## src/core/qenc_pkg.sv

```systemverilog
/*
  Shared constants for the four-channel quadrature encoder block:
  register indices, field positions, reset values and mode encodings.
  Assumes a 32-bit AHB-Lite register bus, one word per register.
*/
package qenc_pkg;
  // per-channel window: byte address = CH_STRIDE * ch + 4 * index
  localparam int CH_STRIDE = 32;
  localparam logic [2:0] REG_CTRL = 3'h0;
  localparam logic [2:0] REG_POS = 3'h1;
  localparam logic [2:0] REG_IDX = 3'h2;
  localparam logic [2:0] REG_CAP = 3'h3;
  localparam logic [2:0] REG_BPPOS = 3'h4;
  localparam logic [2:0] REG_BPPER = 3'h5;
  localparam logic [2:0] REG_STAT = 3'h6;
  localparam logic [2:0] REG_CMD = 3'h7;
  // global window at 0x80
  localparam logic [2:0] GLB_CTRL = 3'h0;
  localparam logic [2:0] GLB_STAT = 3'h1;
  // channel control fields
  localparam int CTL_POLA = 0;
  localparam int CTL_POLB = 1;
  localparam int CTL_POLZ = 2;
  localparam int CTL_PATA = 3;
  localparam int CTL_PATB = 4;
  localparam int CTL_TRIGEN = 5;
  localparam int CTL_TRIGINV = 6;
  localparam int CTL_BPEN = 7;
  localparam int CTL_BPMODE = 8;
  localparam int CTL_BPACT = 10;
  localparam int CTL_FILT = 16;
  localparam int FILT_W = 4;
  // command bits, write-only
  localparam int CMD_ARMIDX = 0;
  localparam int CMD_ARMCAP = 1;
  localparam int CMD_ARMBP = 2;
  localparam int CMD_FORCE = 3;
  localparam int CMD_FORCEVAL = 4;
  localparam int CMD_CLRERR = 5;
  localparam int CMD_CLRTRIG = 6;
  // status bits
  localparam int ST_IDXFOUND = 0;
  localparam int ST_SEARCH = 1;
  localparam int ST_CAPDONE = 2;
  localparam int ST_BPARMED = 3;
  localparam int ST_BPDONE = 4;
  localparam int ST_DECERR = 5;
  localparam int ST_BPOUT = 6;
  localparam int ST_TRIGLAT = 7;
  localparam int ST_INPUTS = 8;
  // global control / status
  localparam int GCTL_HALTEN = 0;
  localparam int GCTL_FILT = 4;
  localparam int GST_HALTED = 0;
  localparam logic [31:0] CTRL_RST = 32'h0000_0000;
  localparam logic [7:0] GCTRL_RST = 8'h00;
  typedef enum logic [1:0] {
    BP_ABS = 2'b00,
    BP_MOD = 2'b01,
    BP_REL = 2'b10
  } bp_mode_type;
  typedef enum logic [1:0] {
    ACT_RISE = 2'b00,
    ACT_FALL = 2'b01,
    ACT_TOGGLE = 2'b10
  } bp_act_type;
endpackage

```

## src/core/qenc_filter.sv

```systemverilog
/*
  Two-flop synchroniser followed by a stability filter for one pin.
  Assumes rawIn is asynchronous to clk; limit comes from a clk register.
*/
module qenc_filter
  import qenc_pkg::*;
#(
  parameter int W = FILT_W
) (
  input wire logic clk,
  input wire logic rst,
  input wire logic rawIn,
  input wire logic [W-1:0] limit,
  output logic level
);
  typedef struct packed {
    logic sync1;
    logic sync2;
    logic level;
    logic [W-1:0] cnt;
  } filt_state_type;
  filt_state_type st_reg, st_next;

  always_comb begin
    st_next = st_reg;
    st_next.sync1 = rawIn;
    st_next.sync2 = st_reg.sync1;
    if (st_reg.sync2 == st_reg.level) begin
      st_next.cnt = '0;
    end else if (st_reg.cnt >= limit) begin
      st_next.level = st_reg.sync2;
      st_next.cnt = '0;
    end else begin
      st_next.cnt = st_reg.cnt + 1'b1;
    end
  end

  always_ff @(posedge clk) begin
    if (rst) begin
      st_reg <= '0;
    end else begin
      st_reg <= st_next;
    end
  end

  assign level = st_reg.level;
endmodule

```

## src/core/quadrature_encoder_capture_breakpoint.sv

```systemverilog
/*
  Four-channel quadrature decoder with index search, trigger capture,
  position-match outputs and a global halt, behind an AHB-Lite slave.
  Assumes all encoder, trigger and halt pins are asynchronous to clk.
*/
// Overview of operation
// four independent channels, each with phase A, phase B and marker inputs
// each channel keeps a 32-bit signed up/down position count
// the leading phase sets direction: one order counts up, the other down
// every edge of either phase counts, four counts per line cycle
// the encoder must drive both phases about a quarter cycle apart
// a valid marker during a search latches the count as reference
// by default a marker is valid while high with both phases low
// software selects the phase pattern that qualifies a marker
// phase A, phase B and marker polarity each selectable by software
// all encoder inputs pass a programmable digital filter first
// counting works without the marker; only the search needs it
// an enabled trigger edge latches the channel count into capture
// trigger sense selectable, giving rising or falling edge detection
// the trigger event is latched and readable as a general input
// enabled halt asserts inhibits, zeroes analog and stops step pulses
// halt acts only on a low-to-high transition of its input
// the match output changes when the count equals the breakpoint
// breakpoints are absolute, modulo or relative to current position
// output presettable; a match drives it high, low or toggles it
// software may set and clear each match output directly
// both phases changing in one sample is an error, not a count
// capture or match sets a flag and holds until software re-arms
// the filter passes a level only after it stays stable long enough
module quadrature_encoder_capture_breakpoint
  import qenc_pkg::*;
#(
  parameter int NUM_CH = 4
) (
  input wire logic clk,
  input wire logic rst,
  input wire logic hsel,
  input wire logic [31:0] haddr,
  input wire logic [1:0] htrans,
  input wire logic hwrite,
  input wire logic [2:0] hsize,
  input wire logic [31:0] hwdata,
  input wire logic hready,
  output logic [31:0] hrdata,
  output logic hreadyout,
  output logic hresp,
  input wire logic [NUM_CH-1:0] encA,
  input wire logic [NUM_CH-1:0] encB,
  input wire logic [NUM_CH-1:0] encZ,
  input wire logic [NUM_CH-1:0] trigIn,
  input wire logic haltIn,
  output logic [NUM_CH-1:0] bpOut,
  output logic driveInhibit,
  output logic dacZero,
  output logic stepStop
);
  generate
    if (NUM_CH < 1 || NUM_CH > 4) begin : g_bad
      $error("NUM_CH must be 1 to 4");
    end
  endgenerate

  typedef struct packed {
    logic [NUM_CH-1:0][31:0] ctrl;
    logic [NUM_CH-1:0][31:0] count;
    logic [NUM_CH-1:0][31:0] idxPos;
    logic [NUM_CH-1:0][31:0] capPos;
    logic [NUM_CH-1:0][31:0] bpPos;
    logic [NUM_CH-1:0][31:0] bpPer;
    logic [NUM_CH-1:0][31:0] target;
    logic [NUM_CH-1:0] prevA;
    logic [NUM_CH-1:0] prevB;
    logic [NUM_CH-1:0] prevIdx;
    logic [NUM_CH-1:0] prevTrig;
    logic [NUM_CH-1:0] lastUp;
    logic [NUM_CH-1:0] search;
    logic [NUM_CH-1:0] idxFound;
    logic [NUM_CH-1:0] capDone;
    logic [NUM_CH-1:0] bpArmed;
    logic [NUM_CH-1:0] bpDone;
    logic [NUM_CH-1:0] decErr;
    logic [NUM_CH-1:0] trigLat;
    logic [NUM_CH-1:0] bpOut;
    logic [7:0] glbCtrl;
    logic prevHalt;
    logic halted;
    logic dValid;
    logic dWrite;
    logic [7:0] dAddr;
    logic [31:0] rdata;
    logic readyOut;
  } state_type;
  state_type st_reg, st_next;

  logic [NUM_CH-1:0][3:0] filt;
  logic [NUM_CH-1:0] aF, bF, zF, tF;
  logic [NUM_CH-1:0] stepUp, stepDn, bothCh, idxRise, trigEdge, bpHit;
  logic [NUM_CH-1:0] posWr, cmdWr;
  logic haltF, haltRise, wrEn;
  logic [1:0] rch;
  logic [31:0] rd;

  function automatic logic regHit(input logic [7:0] a, input logic [1:0] ch,
                                  input logic [2:0] idx);
    return !a[7] && a[6:5] == ch && a[4:2] == idx;
  endfunction

  genvar gc, gs;
  generate
    for (gc = 0; gc < NUM_CH; gc++) begin : g_ch
      for (gs = 0; gs < 4; gs++) begin : g_sig
        qenc_filter #(.W(FILT_W)) u_filt (
          .clk(clk),
          .rst(rst),
          .rawIn(gs == 0 ? encA[gc] : gs == 1 ? encB[gc] : gs == 2 ? encZ[gc] : trigIn[gc]),
          .limit(st_reg.ctrl[gc][CTL_FILT +: FILT_W]),
          .level(filt[gc][gs])
        );
      end
    end
  endgenerate

  qenc_filter #(.W(FILT_W)) u_halt_filt (
    .clk(clk),
    .rst(rst),
    .rawIn(haltIn),
    .limit(st_reg.glbCtrl[GCTL_FILT +: FILT_W]),
    .level(haltF)
  );

  always_comb begin
    st_next = st_reg;
    aF = '0;
    bF = '0;
    zF = '0;
    tF = '0;
    stepUp = '0;
    stepDn = '0;
    bothCh = '0;
    idxRise = '0;
    trigEdge = '0;
    bpHit = '0;
    posWr = '0;
    cmdWr = '0;
    rch = haddr[6:5];
    rd = '0;
    wrEn = st_reg.dValid && st_reg.dWrite;
    for (int c = 0; c < NUM_CH; c++) begin
      aF[c] = filt[c][0] ^ st_reg.ctrl[c][CTL_POLA];
      bF[c] = filt[c][1] ^ st_reg.ctrl[c][CTL_POLB];
      zF[c] = filt[c][2] ^ st_reg.ctrl[c][CTL_POLZ];
      tF[c] = filt[c][3] ^ st_reg.ctrl[c][CTL_TRIGINV];
      // a missing phase makes the edges of the other step the count one way, then back, never a net count
      bothCh[c] = (aF[c] ^ st_reg.prevA[c]) && (bF[c] ^ st_reg.prevB[c]);
      stepUp[c] = ((aF[c] ^ st_reg.prevA[c]) ^ (bF[c] ^ st_reg.prevB[c]))
                  && !(st_reg.prevA[c] ^ bF[c]);
      stepDn[c] = ((aF[c] ^ st_reg.prevA[c]) ^ (bF[c] ^ st_reg.prevB[c]))
                  && (st_reg.prevA[c] ^ bF[c]);
      st_next.prevA[c] = aF[c];
      st_next.prevB[c] = bF[c];
      // counting ignores the marker entirely
      if (stepUp[c]) begin
        st_next.count[c] = st_reg.count[c] + 32'h1;
        st_next.lastUp[c] = 1'b1;
      end else if (stepDn[c]) begin
        st_next.count[c] = st_reg.count[c] - 32'h1;
        st_next.lastUp[c] = 1'b0;
      end
      idxRise[c] = zF[c] && aF[c] == st_reg.ctrl[c][CTL_PATA]
                   && bF[c] == st_reg.ctrl[c][CTL_PATB] && !st_reg.prevIdx[c];
      st_next.prevIdx[c] = zF[c] && aF[c] == st_reg.ctrl[c][CTL_PATA]
                           && bF[c] == st_reg.ctrl[c][CTL_PATB];
      trigEdge[c] = tF[c] && !st_reg.prevTrig[c] && st_reg.ctrl[c][CTL_TRIGEN];
      st_next.prevTrig[c] = tF[c];
      bpHit[c] = st_reg.bpArmed[c] && st_reg.ctrl[c][CTL_BPEN]
                 && st_reg.count[c] == st_reg.target[c];
      // bus writes: a position write wins over a step in the same cycle
      posWr[c] = wrEn && regHit(st_reg.dAddr, 2'(c), REG_POS);
      cmdWr[c] = wrEn && regHit(st_reg.dAddr, 2'(c), REG_CMD);
      if (wrEn && regHit(st_reg.dAddr, 2'(c), REG_CTRL)) begin
        st_next.ctrl[c] = hwdata;
      end
      if (posWr[c]) begin
        st_next.count[c] = hwdata;
      end
      if (wrEn && regHit(st_reg.dAddr, 2'(c), REG_BPPOS)) begin
        st_next.bpPos[c] = hwdata;
      end
      if (wrEn && regHit(st_reg.dAddr, 2'(c), REG_BPPER)) begin
        st_next.bpPer[c] = hwdata;
      end
      if (cmdWr[c]) begin
        if (hwdata[CMD_ARMIDX]) begin
          st_next.search[c] = 1'b1;
          st_next.idxFound[c] = 1'b0;
        end
        if (hwdata[CMD_ARMCAP]) begin
          st_next.capDone[c] = 1'b0;
        end
        if (hwdata[CMD_ARMBP]) begin
          st_next.bpArmed[c] = 1'b1;
          st_next.bpDone[c] = 1'b0;
          st_next.target[c] = bp_mode_type'(st_reg.ctrl[c][CTL_BPMODE +: 2]) == BP_REL
                              ? st_reg.count[c] + st_reg.bpPos[c] : st_reg.bpPos[c];
        end
        if (hwdata[CMD_FORCE]) begin
          st_next.bpOut[c] = hwdata[CMD_FORCEVAL];
        end
        if (hwdata[CMD_CLRERR]) begin
          st_next.decErr[c] = 1'b0;
        end
        if (hwdata[CMD_CLRTRIG]) begin
          st_next.trigLat[c] = 1'b0;
        end
      end
      // hardware events last, so a set beats a clear in the same cycle
      if (bothCh[c]) begin
        st_next.decErr[c] = 1'b1;
      end
      if (st_reg.search[c] && idxRise[c]) begin
        st_next.idxPos[c] = st_reg.count[c];
        st_next.idxFound[c] = 1'b1;
        st_next.search[c] = 1'b0;
      end
      if (trigEdge[c]) begin
        st_next.trigLat[c] = 1'b1;
        if (!st_reg.capDone[c] || (cmdWr[c] && hwdata[CMD_ARMCAP])) begin
          st_next.capPos[c] = st_reg.count[c];
          st_next.capDone[c] = 1'b1;
        end
      end
      if (bpHit[c]) begin
        st_next.bpDone[c] = 1'b1;
        unique case (st_reg.ctrl[c][CTL_BPACT +: 2])
          ACT_RISE: st_next.bpOut[c] = 1'b1;
          ACT_FALL: st_next.bpOut[c] = 1'b0;
          ACT_TOGGLE: st_next.bpOut[c] = !st_reg.bpOut[c];
          default: st_next.bpOut[c] = st_reg.bpOut[c];
        endcase
        // modulo steps the target in the travel direction; a reversal
        // right after a hit skips the point just behind
        if (bp_mode_type'(st_reg.ctrl[c][CTL_BPMODE +: 2]) == BP_MOD) begin
          st_next.target[c] = st_reg.lastUp[c] ? st_reg.target[c] + st_reg.bpPer[c]
                              : st_reg.target[c] - st_reg.bpPer[c];
        end else begin
          st_next.bpArmed[c] = 1'b0;
        end
      end
    end
    haltRise = haltF && !st_reg.prevHalt && st_reg.glbCtrl[GCTL_HALTEN];
    st_next.prevHalt = haltF;
    if (wrEn && st_reg.dAddr[7] && st_reg.dAddr[4:2] == GLB_CTRL) begin
      st_next.glbCtrl = hwdata[7:0];
    end
    if (wrEn && st_reg.dAddr[7] && st_reg.dAddr[4:2] == GLB_STAT && hwdata[GST_HALTED]) begin
      st_next.halted = 1'b0;
    end
    if (haltRise) begin
      st_next.halted = 1'b1;
    end
    // read mux, sampled in the address phase
    if (haddr[7]) begin
      if (haddr[4:2] == GLB_CTRL) begin
        rd[7:0] = st_reg.glbCtrl;
      end else if (haddr[4:2] == GLB_STAT) begin
        rd[GST_HALTED] = st_reg.halted;
      end
    end else if (32'(rch) < NUM_CH) begin
      unique case (haddr[4:2])
        REG_CTRL: rd = st_reg.ctrl[rch];
        REG_POS: rd = st_reg.count[rch];
        REG_IDX: rd = st_reg.idxPos[rch];
        REG_CAP: rd = st_reg.capPos[rch];
        REG_BPPOS: rd = st_reg.bpPos[rch];
        REG_BPPER: rd = st_reg.bpPer[rch];
        REG_STAT: begin
          rd[ST_IDXFOUND] = st_reg.idxFound[rch];
          rd[ST_SEARCH] = st_reg.search[rch];
          rd[ST_CAPDONE] = st_reg.capDone[rch];
          rd[ST_BPARMED] = st_reg.bpArmed[rch];
          rd[ST_BPDONE] = st_reg.bpDone[rch];
          rd[ST_DECERR] = st_reg.decErr[rch];
          rd[ST_BPOUT] = st_reg.bpOut[rch];
          rd[ST_TRIGLAT] = st_reg.trigLat[rch];
          rd[ST_INPUTS +: 4] = {tF[rch], zF[rch], bF[rch], aF[rch]};
        end
        REG_CMD: rd = '0;
      endcase
    end
    st_next.dValid = hsel && htrans[1] && hready;
    st_next.dWrite = hwrite;
    st_next.dAddr = haddr[7:0];
    st_next.rdata = (hsel && htrans[1] && hready && !hwrite) ? rd : '0;
    st_next.readyOut = 1'b1;
  end

  always_ff @(posedge clk) begin
    if (rst) begin
      st_reg <= '0;
      st_reg.ctrl <= {NUM_CH{CTRL_RST}};
      st_reg.glbCtrl <= GCTRL_RST;
      st_reg.capDone <= '1;
      st_reg.readyOut <= 1'b1;
    end else begin
      st_reg <= st_next;
    end
  end

  assign hrdata = st_reg.rdata;
  assign hreadyout = st_reg.readyOut;
  assign hresp = 1'b0;
  assign bpOut = st_reg.bpOut;
  assign driveInhibit = st_reg.halted;
  assign dacZero = st_reg.halted;
  assign stepStop = st_reg.halted;
endmodule

```

## config.mk

```make
export PLATFORM = sky130hd
export DESIGN_NAME = quadrature_encoder_capture_breakpoint
export DESIGN_NICKNAME = d
export VERILOG_FILES = /design/src/core/qenc_pkg.sv /design/src/core/qenc_filter.sv /design/src/core/quadrature_encoder_capture_breakpoint.sv
export SDC_FILE = /design/constraint.sdc
export NUM_CORES = 2
export LEC_CHECK = 0
export CAP_MARGIN = 20
export CORE_MARGIN = 2
export CORE_UTILIZATION = 40
export DETAILED_ROUTE_END_ITERATION = 8
export DONT_BUFFER_PORTS = 1
export PLACE_DENSITY = 0.65
export SLEW_MARGIN = 20
export SYNTH_ARGS = -nofsm -noshare
export SYNTH_HDL_FRONTEND = slang
export SYNTH_HIERARCHICAL = 1
export SYNTH_SLANG_ARGS = --single-unit
```

## constraint.sdc

```tcl
create_clock -name clk -period 6.9 [get_ports clk]
set_clock_uncertainty 0.2 [all_clocks]
set_input_delay 0.345 -clock clk [delete_from_list [all_inputs] [get_ports clk]]
set_output_delay 0.345 -clock clk [all_outputs]
set_load 0.01 [all_outputs]
```

==> Word-level counts from Yosys, hierarchy flattened <==
Cells that the tools add are included.
{ "classes": {"n_reduce_logical": 249, "bitwise_logic": 50, "eq_ne": 63, "mux": 169, "addsub": 37, "n_lt_le_gt_ge": 18} }
{ "op_table": {"columns": ["op", "n"], "rows": [
  ["$mux W32", 42],
  ["$bmux W32 S2", 6],
  ["$add A32 B32 Y32", 8],
  ["$add A32 B1 Y32 const B", 4],
  ["$eq A32 B32 Y1", 4],
  ["$sub A32 B1 Y32 const B", 4],
  ["$sub A32 B32 Y32", 4],
  ["$pmux W20 S6", 1],
  ["$logic_and A1 B1 Y1", 102],
  ["$mux W1", 101],
  ["$pmux W12 S8", 1],
  ["$reduce_and A2 Y1", 41],
  ["$reduce_bool A2 Y1", 41],
  ["$add A4 B1 Y4 const B", 17],
  ["$ge A4 B4 Y1", 17],
  ["$reduce_or A3 Y1", 18],
  ["$xor A1 B1 Y1", 32],
  ["$eq A1 B1 Y1", 25],
  ["$bmux W1 S2", 12],
  ["$logic_not A1 Y1", 23],
  ["$eq A3 B3 Y1 const B", 7],
  ["$eq A2 B2 Y1 const B", 10],
  ["$eq A2 B1 Y1 const B", 9],
  ["$not A1 Y1", 18],
  ["other kinds (13)", 39]
]} }
{ "totals": {"input_bits": 91, "out_inout_bits": 41, "word_cells": 725, "register_bits": 1120} }

==> Depth between registers and ports, before layout <==
{ "depth": {"depth_word": 8, "ltp_mapped": 23} }

==> Hierarchy <==
Netlist, hierarchy kept.
{ "modules_own_cells": {"columns": ["mod", "cells_per_inst", "area_each_um2", "seq_area_each_um2", "instances"], "rows": [
  ["quadrature_encoder_capture_breakpoint", 8328, 65993.3, 19979.2, 1],
  ["qenc_filter", 36, 367.9, 140.1, 17]
]} }

==> Worst setup path after synthesis <==
Ideal clock, no wire load.
{ "synth_path": {"path_type": "reg2reg", "startpoint": "reg g_ch[1].g_sig[1].u_filt.st_reg (netlist bit g_ch[1].g_sig[1].u_filt/level)", "endpoint": "reg, netlist name st_reg[808]", "path_slack_ps": 1702, "n_path_buf": 1, "required_time_ps": 6614, "setup_time_ps": 86, "synth_period_minus_slack_ps": 5198, "path_stages_with_launch": 20, "t_arrival_ps": 4913, "path_cell_list": "dfxtp_1 > xor2_1 > xor2_1 > ha_1 > clkbuf_1 > nand2_1 > ha_1 > a21o_1 > a21o_1 > a21oi_1 > nor3b_1 > o21bai_1 > a21oi_1 > a31oi_1 > o41ai_2 > nor2_1 > a211oi_1 > and3_1 > o31ai_1 > a211oi_1"} }
{ "synth_lines": {"columns": ["element", "line", "text"], "rows": [
  ["start, declared", "qenc_filter.sv:22", "filt_state_type st_reg, st_next;"],
  ["start signal, assigned", "qenc_filter.sv:42", "st_reg <= st_next;"]
]} }

==> results.md <==
- Flip-flop count of the largest register after layout: 961
- Class of the most critical hold timing path: primary input to flip-flop
- Iter 0 DRT Violations: slightly above 8000
- Clock latency on the worst-skew pair: just over 0.8 ns
- Pin count of the biggest net entering global routing: 611
- Slew Viols, Final: 0
- Die Height: 429 microns
- Total nets after synthesis: between 9000 and 10000
- Post-route fraction of the period consumed by the critical path: 0.948
- Total congestion overflow after global routing: 0
- Startpoint of the worst-slack reg-to-reg timing path: g_ch[1].g_sig[1].u_filt/level
- CTS sink count: approximately 1100
- Final std cells w/o fill: roughly 12000
- Cell count of the worst reg-to-reg path: 19
- Buffer depth of the longest clock path: 3
- Horizontal die dimension: between 400 and 500 microns
- Data required time at the worst endpoint: approximately 7.5 ns
- Reg2Reg Capture Point: st_reg[808]
- First-pass GRT wire length: 432000 microns
- Crit path cell chain: xor2_1 -> xor2_1 -> ha_2 -> nand2_1 -> buf_4 -> ha_1 -> a21o_1 -> a21oi_1 -> nor3b_1 -> o21bai_1 -> a21oi_1 -> a31oi_1 -> o41ai_2 -> nor2_1 -> a211oi_1 -> and3_1 -> o31ai_1 -> a211oi_1 -> dlygate4sd3_1
- GRT Util Overall: 0.310
- Average cell area after synthesis: approximately 8.1 sq um
- Maximum frequency from static timing analysis: approximately 150 MHz
- Number of buffers added on ports: 0
- Clock tree from TritonCTS: built
- Initial antenna violation count: 15
- Top-level I/O count: approximately 130
- Number of placement rows: about 160
- Effective utilization at floorplan: 0.404
- Number of failing hold endpoints at the final stage: 0
- Post-synthesis instance total: between 8000 and 9000
- Slew of the pin with the lowest slew margin: roughly 1.3 ns
- Count of antenna-violating nets left after detailed routing: 0
- Summed area of non-filler cells in the final layout: 0.0865 sq mm
- Lkg Pwr: ~35 nW
- Outcome: complete, no violations
- Clk root buf: sky130_fd_sc_hd__clkbuf_16
- Main flop type after synthesis: sky130_fd_sc_hd__dfxtp_1
- Num CTS Buffers: between 100 and 150
- Placed inst area: 0.0739 sq mm
- Final total negative setup slack: 0 ns
- Detailed Place HPWL: approximately 200000 microns
- Biggest area contributors in the synthesized netlist: sky130_fd_sc_hd__dfxtp_1 (31%), sky130_fd_sc_hd__nand2_1 (8.8%), sky130_fd_sc_hd__ha_1 (8.4%), sky130_fd_sc_hd__a21oi_1 (8.4%), sky130_fd_sc_hd__mux4_2 (6.7%)
- CTS clock-pin slew for the worst setup and hold paths: around 0.060 ns
- Signed area change from the synthesized netlist to the final layout: 19.8%
- Synth async-reset ratio: 0
- Crit path max fanout: 28
- Worst-case vdd ir drop: about 0.00028 V
- Share of the synthesized area in the top cell type: 0.310
- Worst path arrival time: 7.10 ns
- Worst hold margin: about 0.037 ns
- CP max-delay cell: sky130_fd_sc_hd__dlygate4sd3_1
- Power Density: 221 mW/mm^2
- Detailed-route wire length per cell: approximately 25 microns
- Setup Crit Path Kind: flip-flop to flip-flop
- Synth Warn #: 6
- Average via count per standard cell: around 6
- Final routed DRC violation total: 0
- Layout cells sized above 1: 0.0777
- Fin nets: roughly 10000
- Number of synthesized flops with an enable pin: 0
- Netlist area before placement: 0.0722 sq mm
- CTS H-tree lvls: 4
- Min Clock Period, post-route: roughly 6.5 ns
- Startpoint type of the worst setup path: flip-flop
- Hold path startpoint: encZ[1]
- Placer's final routability congestion estimate: 0.984
- Buf+Inv Stages, Crit Path: 2
- RSZ-0062 raised after global routing: no
- CP peak stage delay: around 0.6 ns
- Instance count along the most critical hold path: 2
- Family with the most delay on the worst path: compound AO/OA/AOI/OAI gates
- Via count: 71000
- Total wirelength of the detailed-routed design: a little under 300000 microns
- Overall Power: approximately 0.019 W
- Area of the die: 0.184 sq mm
- Endpoint of the worst hold-timing path: g_ch[1].g_sig[2].u_filt/st_next[5]
- Max-Slew Margin vs Limit: 0.156
- Via count of the first global-routing pass: between 60000 and 70000
- Top cells by count, synth: sky130_fd_sc_hd__nand2_1 (1703), sky130_fd_sc_hd__a21oi_1 (1214), sky130_fd_sc_hd__dfxtp_1 (1117), sky130_fd_sc_hd__nor2_1 (691), sky130_fd_sc_hd__ha_1 (487)
- Count of placed standard cells including taps: approximately 11000
- Worst reg2reg setup slack: ~0.36 ns
- Proportion of synthesized chip area in sequential cells: 0.310
- Post-synthesis sequential element count: roughly 1100
- Number of library cell types mapped by synthesis: 88
- Critical Path End Type: flip-flop
- Most frequent cell after synthesis: sky130_fd_sc_hd__nand2_1
- Max capacitance violation total: 0
- Router iterations before antenna repair: 9
- # setup viols final: 0
- Post-synth top area cell: sky130_fd_sc_hd__dfxtp_1
- Core Box Area: approximately 0.18 sq mm
per-layer routing:
layer  global-route usage  vias up  share of wire
met4                0.184        2          0.065
met1                0.389    34000           0.38
met2                0.472     3778           0.43
met5                    0        -       0.000044
li1                     -    32400              -
met3               0.0862      769           0.12
repair_timing:
item,4_1_cts,5_1_grt
hold buffers,771,0
setup buffers,0,0
gates resized for setup,0,1
hold endpoints to repair,1083,0
endpoints found under the setup margin,0,1
worst register-to-register path: stages (launching register included):
cell,delay (ns)
sky130_fd_sc_hd__dfxtp_1,0.42
sky130_fd_sc_hd__xor2_1,0.49
sky130_fd_sc_hd__xor2_1,0.21
sky130_fd_sc_hd__ha_2,0.36
sky130_fd_sc_hd__nand2_1,0.31
sky130_fd_sc_hd__buf_4,0.41
sky130_fd_sc_hd__ha_1,0.38
sky130_fd_sc_hd__a21o_1,0.18
sky130_fd_sc_hd__a21oi_1,0.13
sky130_fd_sc_hd__nor3b_1,0.34
sky130_fd_sc_hd__o21bai_1,0.14
sky130_fd_sc_hd__a21oi_1,0.35
sky130_fd_sc_hd__a31oi_1,0.27
sky130_fd_sc_hd__o41ai_2,0.52
sky130_fd_sc_hd__nor2_1,0.12
sky130_fd_sc_hd__a211oi_1,0.48
sky130_fd_sc_hd__and3_1,0.25
sky130_fd_sc_hd__o31ai_1,0.08
sky130_fd_sc_hd__a211oi_1,0.27
sky130_fd_sc_hd__dlygate4sd3_1,0.60
final cells by class:
cell class	instances	area, sq um
diodes	21	52.6
fillers	16700	92500
flip-flops and latches	1117	22400
well taps	2355	2950
clock buffers	187	3810
inverters	214	803
clock inverters	53	761
multi-input cells	7049	47000
repair buffers	876	8810
cells by family after synthesis:
kind of cell / synth area share
adders and majority gates: 0.0877
xor gates and xnor gates: 0.0809
muxes: 0.0874
AOI/OAI and AO/OA: 0.208
other: 0.000104
and+or+nand+nor: 0.184
DFF: 0.310
buffers and inverters: 0.0424
where the power goes:
part           switching (W)  total, W  internal [W]
Combinational        0.00243   0.00439       0.00196
Clock                0.00312   0.00751       0.00439
Sequential          0.000591   0.00720       0.00661
Total                0.00614    0.0191        0.0130
how the worst max path moves through the flow:
stage / from / endpoint / slack (ns) / cells past startpoint
after CTS: g_ch[0].g_sig[1].u_filt/level / st_reg[776] / 0.34 / 20
after floorplan: g_ch[1].g_sig[1].u_filt/level / st_reg[808] / 1.70 / 19
final: g_ch[1].g_sig[1].u_filt/level / st_reg[808] / 0.36 / 19
after global placement: g_ch[0].g_sig[1].u_filt/level / st_reg[776] / 0.91 / 19
after global routing: g_ch[2].g_sig[1].u_filt/level / st_reg[839] / 0.11 / 19
after detailed placement: g_ch[0].g_sig[1].u_filt/level / st_reg[776] / 0.88 / 19
through the flow:
step,setup WS [ns],utilization
after global placement,0.908,0.413
after detailed placement,0.883,0.413
after global routing,0.114,0.483
final,0.360,0.483
after CTS,0.345,0.483
after floorplan,1.70,-
cell usage in the layout (no fill, tap or decap), types with 62 or more instances in the layout:
cell                               n
sky130_fd_sc_hd__nand2_1        1695
sky130_fd_sc_hd__a21oi_1        1212
sky130_fd_sc_hd__dfxtp_1        1117
sky130_fd_sc_hd__dlygate4sd3_1   740
sky130_fd_sc_hd__nor2_1          675
sky130_fd_sc_hd__ha_1            483
sky130_fd_sc_hd__xnor2_1         354
sky130_fd_sc_hd__xor2_1          313
sky130_fd_sc_hd__o21ai_0         294
sky130_fd_sc_hd__mux4_2          216
sky130_fd_sc_hd__inv_1           212
sky130_fd_sc_hd__a211oi_1        194
sky130_fd_sc_hd__a21o_1          176
sky130_fd_sc_hd__o211ai_1        138
sky130_fd_sc_hd__clkbuf_16       134
sky130_fd_sc_hd__mux2i_1         113
sky130_fd_sc_hd__nor3_1          110
sky130_fd_sc_hd__nand3_1         104
sky130_fd_sc_hd__buf_4           102
sky130_fd_sc_hd__nor2b_1          93
sky130_fd_sc_hd__nand2b_1         68
sky130_fd_sc_hd__o21a_1           63
sky130_fd_sc_hd__a31oi_1          62
No activity file was read; power rests on OpenSTA's default activity.
